## config.mk

```make
export PLATFORM = sky130hd
export DESIGN_NAME = aip_top
export DESIGN_NICKNAME = d
export VERILOG_FILES = /design/src/aip_monitor_scale.v /design/src/aip_top.v
export VERILOG_INCLUDE_DIRS = /design/src /design/src/shared
export SDC_FILE = /design/constraint.sdc
export NUM_CORES = 2
export LEC_CHECK = 0
export BUFFER_PORTS_ARGS = -buffer_cell sky130_fd_sc_hd__buf_2
export CORE_MARGIN = 1
export CORE_UTILIZATION = 50
export CTS_BUF_LIST = sky130_fd_sc_hd__clkbuf_2
export CTS_CLUSTER_SIZE = 40
export DETAILED_ROUTE_END_ITERATION = 16
export PLACE_DENSITY = 0.67
export SYNTH_ARGS = -nofsm -noshare
export SYNTH_HDL_FRONTEND = slang
export SYNTH_SLANG_ARGS = --single-unit
```

## constraint.sdc

```tcl
create_clock -name clock -period 28.3 [get_ports clock]
set_input_delay 8.49 -clock clock [delete_from_list [all_inputs] [get_ports clock]]
set_output_delay 8.49 -clock clock [all_outputs]
set_load 0.02 [all_outputs]
```

## src/shared/aip_defs.vh

```
// Constants for the analog input, monitor output and PID setpoint block.
//
// Contract
// - Analog input drives the frequency command only when frequency source code is 01.
// - Unassigned analog type select function reads as OFF.
// - Select OFF in the default configuration picks the voltage input.
// - Config 02 pot/voltage, 03 pot/current, 04 voltage, 05 current by select line.
// - Voltage and current inputs are never used together for setpoint and process variable.
// - Monitor output spans 0 to +10V, positive only, same for both rotations.
// - Monitor select 00 shows frequency to max, 01 shows current to 200%.
// - Monitor gain accepts 0 to 255, default 100, sets full-scale voltage.
// - Monitor offset accepts 0.0 to 10.0, default 0.0, shifts the characteristic.
// - Without PID the reference is fixed value, panel pot or analog input.
// - PID enable code 01 makes the loop compute the target frequency.
// - The process variable comes from the voltage or the current input.
// - A scale factor converts process variable units to motor frequency.
// - Within the limit the PID controller operates linearly.
// - Beyond the limit the output is moved so the difference never exceeds it.
// - Error sign selects setpoint minus process variable or its negation.
// - The loop drives the output frequency to reduce the loop error.
`ifndef AIP_DEFS_VH
`define AIP_DEFS_VH

// Register byte offsets.
`define AIP_REG_SRC_CFG    8'h00
`define AIP_REG_FIXED_FREQ 8'h04
`define AIP_REG_MON_CFG    8'h08
`define AIP_REG_PID_CFG    8'h0C
`define AIP_REG_PID_GAIN   8'h10
`define AIP_REG_STATUS     8'h14

// Field codes.
`define AIP_FSRC_POT       2'h0
`define AIP_FSRC_ANALOG    2'h1
`define AIP_FSRC_FIXED     2'h2
`define AIP_CFG_POT_VOLT   3'h2
`define AIP_CFG_POT_CUR    3'h3
`define AIP_CFG_VOLT       3'h4
`define AIP_CFG_CUR        3'h5
`define AIP_IN_VOLT        2'h0
`define AIP_IN_CUR         2'h1
`define AIP_IN_POT         2'h2
`define AIP_IN_FIXED       2'h3

// Reset values and the maximum that offset and limit writes clamp to.
`define AIP_RST_FSRC       2'h1
`define AIP_RST_CFG        3'h2
`define AIP_RST_GAIN       8'h64
`define AIP_RST_OFFSET     7'h00
`define AIP_OFFSET_MAX     7'h64
`define AIP_RST_SCALE      16'h0100
`define AIP_RST_KP         8'h10
`define AIP_RST_LIMIT      7'h00

// Timing: update period in microseconds and clock rate in MHz.
`define AIP_UPDATE_US      1000
`define AIP_CLK_MHZ        40
`define AIP_UPDATE_CYCLES  (`AIP_UPDATE_US * `AIP_CLK_MHZ)

`endif

```

## src/aip_monitor_scale.v

```verilog
// Gain and offset scaling of the analog monitor output code.
`timescale 1ns/1ps
`default_nettype none
module aip_monitor_scale #(
   parameter W = 10
) (
   // Value and settings.
   input  wire [W-1:0] value,
   input  wire [7:0]   gain,
   input  wire [6:0]   offset,
   // Scaled output code, full scale means +10V.
   output reg  [W-1:0] code
);
   localparam [W-1:0] FULL = {W{1'b1}};

   reg [W+23:0] prod;
   reg [W+16:0] ofs;
   reg [W+1:0]  sum;

   // Gain 100 gives unity; the divide by 100 is a multiply by 655/65536, a small under-read traded for no divider.
   // Offset is in tenths of a volt and simply adds after the gain, which is why the gain does not scale it.
   always @* begin
      prod = {14'h0000, value} * {16'h0000, gain} * 24'd655;
      ofs  = {{(W+10){1'b0}}, offset} * 17'd10476;
      sum  = {2'b00, prod[W+15:16]} + {2'b00, ofs[W+9:10]};
      if (prod[W+23:W+16] != 8'h00 || sum[W+1:W] != 2'b00) begin
         code = FULL;
      end else begin
         code = sum[W-1:0];
      end
   end
endmodule
`default_nettype wire

```

## src/aip_top.v

```verilog
// Analog source selection, monitor output scaling and PID target frequency with APB registers.
//
// The placing of the registers and the APB register port were chosen for this implementation.
`timescale 1ns/1ps
`default_nettype none
`include "aip_defs.vh"
module aip_top #(
   parameter W             = 10,
   parameter UPDATE_CYCLES = `AIP_UPDATE_CYCLES
) (
   // Clock, reset and enable.
   input  wire         clock,
   input  wire         rst,
   input  wire         clk_en,
   // APB slave.
   input  wire         psel,
   input  wire         penable,
   input  wire         pwrite,
   input  wire [7:0]   paddr,
   input  wire [31:0]  pwdata,
   output reg  [31:0]  prdata,
   output reg          pready,
   output reg          pslverr,
   // Analog samples, full scale is all ones.
   input  wire [W-1:0] voltage_input,
   input  wire [W-1:0] current_input,
   input  wire [W-1:0] pot_input,
   input  wire [W-1:0] output_current,
   // Logic input select line and whether a terminal carries it.
   input  wire         analog_type_select,
   input  wire         analog_type_assigned,
   // Results.
   output reg  [W-1:0] freq_command_q,
   output reg  [W-1:0] monitor_output_q,
   output reg          limit_active_q,
   output reg          source_conflict_q
);
   localparam [W-1:0] FULL = {W{1'b1}};
   localparam [31:0]  UPD_LAST = UPDATE_CYCLES - 1;

   // Picks the physical input for an analog command from the config code and select line.
   function [1:0] pick_input;
      input [2:0] cfg;
      input       sel_on;
      begin
         case (cfg)
            `AIP_CFG_POT_VOLT: pick_input = sel_on ? `AIP_IN_POT : `AIP_IN_VOLT;
            `AIP_CFG_POT_CUR:  pick_input = sel_on ? `AIP_IN_POT : `AIP_IN_CUR;
            `AIP_CFG_VOLT:     pick_input = `AIP_IN_VOLT;
            `AIP_CFG_CUR:      pick_input = `AIP_IN_CUR;
            default:           pick_input = sel_on ? `AIP_IN_POT : `AIP_IN_VOLT;
         endcase
      end
   endfunction

   // Percent 0..100 to a full-scale code.
   function [W-1:0] pct_code;
      input [6:0] pct;
      reg   [W+16:0] p;
      begin
         p = {{(W+10){1'b0}}, pct} * 17'd10476;
         pct_code = p[W+9:10];
      end
   endfunction

   // Configuration registers.
   reg [1:0]   freq_src_q;
   reg [2:0]   in_cfg_q;
   reg [W-1:0] fixed_freq_q;
   reg [7:0]   mon_gain_q;
   reg [6:0]   mon_offset_q;
   reg         mon_sel_q;
   reg         pid_en_q;
   reg         err_neg_q;
   reg         pv_cur_q;
   reg [6:0]   limit_q;
   reg [15:0]  scale_q;
   reg [7:0]   kp_q;
   // Loop state.
   reg [31:0]  upd_cnt_q;
   reg [W-1:0] pid_out_q;

   wire        acc   = psel & penable & pready;
   wire        wr    = acc & pwrite;
   wire        mapped = (paddr == `AIP_REG_SRC_CFG) || (paddr == `AIP_REG_FIXED_FREQ) ||
                        (paddr == `AIP_REG_MON_CFG) || (paddr == `AIP_REG_PID_CFG) ||
                        (paddr == `AIP_REG_PID_GAIN) || (paddr == `AIP_REG_STATUS);

   wire        sel_on = analog_type_assigned & analog_type_select;
   wire [1:0]  an_in = pick_input(in_cfg_q, sel_on);

   reg  [1:0]  ref_in;
   always @* begin
      case (freq_src_q)
         `AIP_FSRC_ANALOG: ref_in = an_in;
         `AIP_FSRC_FIXED:  ref_in = `AIP_IN_FIXED;
         default:          ref_in = `AIP_IN_POT;
      endcase
   end

   // Value of the selected reference.
   reg [W-1:0] ref_val;
   always @* begin
      case (ref_in)
         `AIP_IN_VOLT: ref_val = voltage_input;
         `AIP_IN_CUR:  ref_val = current_input;
         `AIP_IN_POT:  ref_val = pot_input;
         default:      ref_val = fixed_freq_q;
      endcase
   end

   // voltage and current exclusive
   // Setpoint and process variable on opposite analog inputs would need both at once, so the loop holds.
   wire conflict = pid_en_q &&
                   (((ref_in == `AIP_IN_VOLT) && pv_cur_q) || ((ref_in == `AIP_IN_CUR) && !pv_cur_q));

   wire [W-1:0] pv_raw = pv_cur_q ? current_input : voltage_input;

   // pv scale factor
   // Scale is unsigned 8.8 fixed point; the product saturates at full scale.
   wire [W+15:0] pv_prod = {16'h0000, pv_raw} * {{W{1'b0}}, scale_q};
   wire [W-1:0]  pv_f = (pv_prod[W+15:W+8] != 8'h00) ? FULL : pv_prod[W+7:8];

   wire signed [W+1:0] err_pos = $signed({2'b00, ref_val}) - $signed({2'b00, pv_f});
   wire signed [W+1:0] err     = err_neg_q ? -err_pos : err_pos;

   // step toward zero error
   // Proportional step per update; kp 64 means one code of output per code of error.
   wire signed [W+10:0] step = $signed({{9{err[W+1]}}, err}) * $signed({3'b000, kp_q});
   wire signed [W+4:0]  raw  = $signed({5'b00000, pid_out_q}) + $signed(step[W+10:6]);
   wire [W-1:0]         lin  = raw[W+4] ? {W{1'b0}} : ((raw[W+3:W] != 4'h0) ? FULL : raw[W-1:0]);

   wire [W-1:0] lim_code = pct_code(limit_q);
   wire         above    = (ref_val > lin) && ((ref_val - lin) > lim_code);
   wire         below    = (lin > ref_val) && ((lin - ref_val) > lim_code);
   wire [W:0]   hi_sum   = {1'b0, ref_val} + {1'b0, lim_code};
   wire [W-1:0] lim_out  = above ? (ref_val - lim_code) :
                           below ? (hi_sum[W] ? FULL : hi_sum[W-1:0]) : lin;

   wire [W-1:0] mon_val = mon_sel_q ? output_current : freq_command_q;
   wire [W-1:0] mon_code;
   aip_monitor_scale #(
      .W      (W)
   ) u_mon (
      .value  (mon_val),
      .gain   (mon_gain_q),
      .offset (mon_offset_q),
      .code   (mon_code)
   );

   // APB handshake: one wait cycle, then pready for one cycle of the access phase.
   always @(posedge clock) begin
      if (rst) begin
         pready  <= 1'b0;
         pslverr <= 1'b0;
         prdata  <= 32'h00000000;
      end else if (clk_en) begin
         pready  <= psel & penable & ~pready;
         pslverr <= psel & penable & ~pready & ~mapped;
         if (psel & penable & ~pready & ~pwrite) begin
            case (paddr)
               `AIP_REG_SRC_CFG:    prdata <= {21'h000000, in_cfg_q, 6'h00, freq_src_q};
               `AIP_REG_FIXED_FREQ: prdata <= {{(32-W){1'b0}}, fixed_freq_q};
               `AIP_REG_MON_CFG:    prdata <= {15'h0000, mon_sel_q, 1'b0, mon_offset_q, mon_gain_q};
               `AIP_REG_PID_CFG:    prdata <= {scale_q, 1'b0, limit_q, 5'h00, pv_cur_q, err_neg_q, pid_en_q};
               `AIP_REG_PID_GAIN:   prdata <= {24'h000000, kp_q};
               `AIP_REG_STATUS:     prdata <= {14'h0000, source_conflict_q, limit_active_q, 2'b00,
                                               ref_in, {(12-W){1'b0}}, freq_command_q};
               default:             prdata <= 32'h00000000;
            endcase
         end
      end
   end

   // Register writes take effect at the completing edge of the access phase.
   always @(posedge clock) begin
      if (rst) begin
         freq_src_q   <= `AIP_RST_FSRC;
         in_cfg_q     <= `AIP_RST_CFG;
         fixed_freq_q <= {W{1'b0}};
         mon_gain_q   <= `AIP_RST_GAIN;
         mon_offset_q <= `AIP_RST_OFFSET;
         mon_sel_q    <= 1'b0;
         pid_en_q     <= 1'b0;
         err_neg_q    <= 1'b0;
         pv_cur_q     <= 1'b0;
         limit_q      <= `AIP_RST_LIMIT;
         scale_q      <= `AIP_RST_SCALE;
         kp_q         <= `AIP_RST_KP;
      end else if (clk_en && wr) begin
         case (paddr)
            `AIP_REG_SRC_CFG: begin
               freq_src_q <= pwdata[1:0];
               in_cfg_q   <= pwdata[10:8];
            end
            `AIP_REG_FIXED_FREQ: fixed_freq_q <= pwdata[W-1:0];
            `AIP_REG_MON_CFG: begin
               mon_gain_q   <= pwdata[7:0];
               mon_offset_q <= (pwdata[14:8] > `AIP_OFFSET_MAX) ? `AIP_OFFSET_MAX : pwdata[14:8];
               mon_sel_q    <= pwdata[16];
            end
            `AIP_REG_PID_CFG: begin
               pid_en_q  <= pwdata[0];
               err_neg_q <= pwdata[1];
               pv_cur_q  <= pwdata[2];
               limit_q   <= (pwdata[14:8] > `AIP_OFFSET_MAX) ? `AIP_OFFSET_MAX : pwdata[14:8];
               scale_q   <= pwdata[31:16];
            end
            `AIP_REG_PID_GAIN: kp_q <= pwdata[7:0];
            default: ;
         endcase
      end
   end

   // fixed update period
   // The loop advances only on the period tick, counted in clock-enabled cycles, so its rate does not depend on the bus but follows the clock enable duty.
   always @(posedge clock) begin
      if (rst) begin
         upd_cnt_q         <= 32'h00000000;
         pid_out_q         <= {W{1'b0}};
         limit_active_q    <= 1'b0;
         source_conflict_q <= 1'b0;
      end else if (clk_en) begin
         if (upd_cnt_q >= UPD_LAST) begin
            upd_cnt_q         <= 32'h00000000;
            source_conflict_q <= conflict;
            if (!pid_en_q) begin
               // Loop follows the reference while disabled so enabling starts without a jump.
               pid_out_q      <= ref_val;
               limit_active_q <= 1'b0;
            end else if (!conflict) begin
               pid_out_q      <= lim_out;
               limit_active_q <= above | below;
            end
         end else begin
            upd_cnt_q <= upd_cnt_q + 32'h00000001;
         end
      end
   end

   always @(posedge clock) begin
      if (rst) begin
         freq_command_q   <= {W{1'b0}};
         monitor_output_q <= {W{1'b0}};
      end else if (clk_en) begin
         freq_command_q   <= pid_en_q ? pid_out_q : ref_val;
         monitor_output_q <= mon_code;
      end
   end
endmodule
`default_nettype wire

```

==> key figures <==
Status
  • Status: finished, final reports clean

Clocking
  • Clock Pin Slew Worst Setup and Hold Paths: 0.29 ns
  • Post-cts resize count: 0
  • CTS sink cnt: 162
  • # hold bufs at CTS: 0
  • Post-CTS setup repair buffer count: 0
  • Worst-Skew Late Latency: 0.98 ns
  • CTS tree: done
  • CTS buffer count: 17
  • Clk root buf: clkbuf_2
  • Longest Clk Path Bufs: 2
  • H-tree Lvls: 4

Worst setup path
  • Crit start category: input pin
  • Worst Path Max Fanout: 16
  • Worst path required time: 29.20 ns
  • Worst EP arrival: 28.08 ns
  • Slowest-stage cell, CP: o41ai_1
  • Most used cell, CP: fa_1
  • Setup CP Type: in -> reg
  • CP max stage delay: 0.61 ns
  • Reg-to-reg slack, setup: 7.76 ns
  • CP endpoint kind: flop

GRT
  • Initial antenna violation count: 9
  • Gr usage total: 27.3%
  • Grt total ovfl: 0
  • Largest net degree at the start of global routing: 61
  • Wire length of the first global-routing pass: 121 mm
  • Vias in the first global route: 23.4k

Logic synthesis
  • Ys Warns: 0
  • Async SR Flop Fraction: 0%
  • #FFs+latches synth: 162
  • Sequential area share after synthesis: 11.9%
  • Synthesized area: 0.0273 mm2
  • Number of unique standard cell types used by synthesis: 83
  • Mapped Nets: 4,013
  • Synth Area per Inst: 8.59 um2
  • Number of enable flip-flop cells after synthesis: 0
  • Post-Syn Instances: 3,173
  • Leading register cell type out of synthesis: dfxtp_1

Route
  • Drt via density: 5.62
  • Pre-Repair DR Iteration Count: 5
  • Drt drc: 0
  • 1st-iter DRT viols: 1,184
  • ANT nets after route: 0
  • Vias: 22.3k
  • Wire per inst: 18.4 um
  • WL final: 72.8 mm

Floorplanning
  • Die area: 0.0555 mm2
  • FP Rows: 85
  • Core Box Area: 0.0538 mm2
  • # IOs: 144
  • Initial Util: 50.7%
  • DIE WIDTH: 235 um
  • Die height: 235 um

Pwr
  • Leakage: 14.9 nW
  • Pwr/cell area: 60.0 mW/mm2
  • Peak supply drop: 0.116 mV

Finish
  • Area occupied by multi-input gates: 0.0217 mm2
  • Most common cell after layout, fill and taps aside: inv_1
  • Layout area overhead: 5.99%
  • Commonest cells after routing, fill and taps aside: inv_1, ha_1, fa_1
  • Fillers: 4,956
  • Nets: 4,087
  • Layout cell share with drive strength beyond 1: 7.58%
  • Post-route cell area: 0.0289 mm2
  • Register area: 0.00324 mm2

Timing
  • Slew @ Worst Pin: 1.10 ns
  • Relative slew slack: 26.7%
  • Endpoints failing setup: 0
  • Slew Viols, Final: 0
  • Clock skew: 0.0501 ns
  • Final period util: 96.0%
  • FMAX: 36.8 MHz
  • Fin. Hold Viols: 0
  • RSZ-0062 raised after global routing: false
  • Fin crit period: 27.18 ns
  • Setup TNS: 0 ns

Placed design
  • PortBufs: 141
  • Area after DPL: 0.0286 mm2
  • Routability cong.: 0.931
  • Dpl hpwl: 60.2 mm

Job
  • Max-cap check violation count: 0

Min path
  • Worst hold path type: reg -> reg
==> cells in the mapped netlist, types with 20 or more instances <==
master,n,area [um2]
inv_1,505,1900
ha_1,428,5360
fa_1,324,6490
nand2_1,285,1070
nor2_1,222,833
dfxtp_1,162,3240
nor2b_1,150,938
a21oi_1,139,696
clkbuf_1,98,368
and2_1,88,551
xnor2_1,83,727
o21ai_0,75,375
xor2_1,54,473
nand2b_1,50,313
nand3_1,45,225
a21o_1,39,293
mux2i_1,37,370
a22oi_1,33,248
nor3_1,30,150
a211oi_1,27,203
and3_1,21,131
o21a_1,20,150
==> critical path, delay by kind of cell <==
kind / cells / cell delay, ns
fa+ha+maj: 17 / 7.25
xor+xnor: 4 / 1.05
compound gates: 37 / 7.72
buf+inv: 8 / 0.47
simple gates: 12 / 2.67
mux: 1 / 0.39
==> flip-flops by register name, indices dropped and copies added (netlist names) <==
signal / cells
upd_cnt_q: 32
prdata: 31
scale_q: 16
fixed_freq_q: 10
freq_command_q: 10
monitor_output_q: 10
pid_out_q: 10
kp_q: 8
mon_gain_q: 8
limit_q: 7
mon_offset_q: 7
in_cfg_q: 3
freq_src_q: 2
err_neg_q: 1
limit_active_q: 1
mon_sel_q: 1
pid_en_q: 1
pready: 1
pslverr: 1
pv_cur_q: 1
source_conflict_q: 1
==> cells by family after synthesis <==
| group | share of synthesized area [%] |
|---|---|
| AND/OR/NAND/NOR | 17.1 |
| adder cells (fa/ha/maj) | 43.4 |
| AO/OA/AOI/OAI | 11.9 |
| XOR/XNOR | 4.48 |
| other | 0.0138 |
| flip-flops | 11.9 |
| multiplexers | 2.56 |
| buffers and inverters | 8.59 |
==> final cells by class <==
| cell class | instances | area share [%] |
|---|---|---|
| Tap cell | 696 | 3.01 |
| Inverter | 506 | 6.57 |
| Multi-Input combinational cell | 2391 | 75.1 |
| Antenna cell | 5 | 0.0433 |
| Timing Repair Buffer | 169 | 3.18 |
| Clock buffer | 18 | 0.312 |
| Sequential cell | 162 | 11.2 |
| Clock inverter | 14 | 0.572 |
==> worst paths after layout <==
path | end | cells after the start | start
setup / recovery | pid_out_q[5] | 79 | voltage_input[3]
hold / removal | prdata[10] | 2 | prdata[10]
setup reg to reg | pid_out_q[5] | 78 | pv_cur_q
hold reg to reg | prdata[10] | 2 | prdata[10]
==> per-stage QoR <==
step	setup WS, ns	hold WS (ns)	cells	total power [mW]	util (%)
finish	1.12	0.481	3961	1.73	53.7
global route	0.00998	0.519	3958	1.94	53.7
CTS	1.31	0.480	3956	1.74	53.6
detailed placement	0.229	0.450	3924	1.58	53.2
global placement	0.577	0.442	3924	1.52	53.2
floorplan	2.03	0.437	3173	1.26	-
==> report_power, final <==
group	switching [mW]	internal [mW]	leakage [nW]
clock	0.107	0.0375	0.154
sequential	0.00616	0.237	1.31
combinational	0.777	0.569	13.4
total	0.890	0.843	14.9
==> metal layers <==
metal / wire [um] / global-route usage, % / vias up
met4: 2670 / 10.6 / 8
met5: 56 / 0 / -
met1: 30900 / 35.2 / 10964
li1: - / - / 10540
met2: 34600 / 46.3 / 620
met3: 4560 / 3.95 / 132
Power figures use the tool's default switching activity.
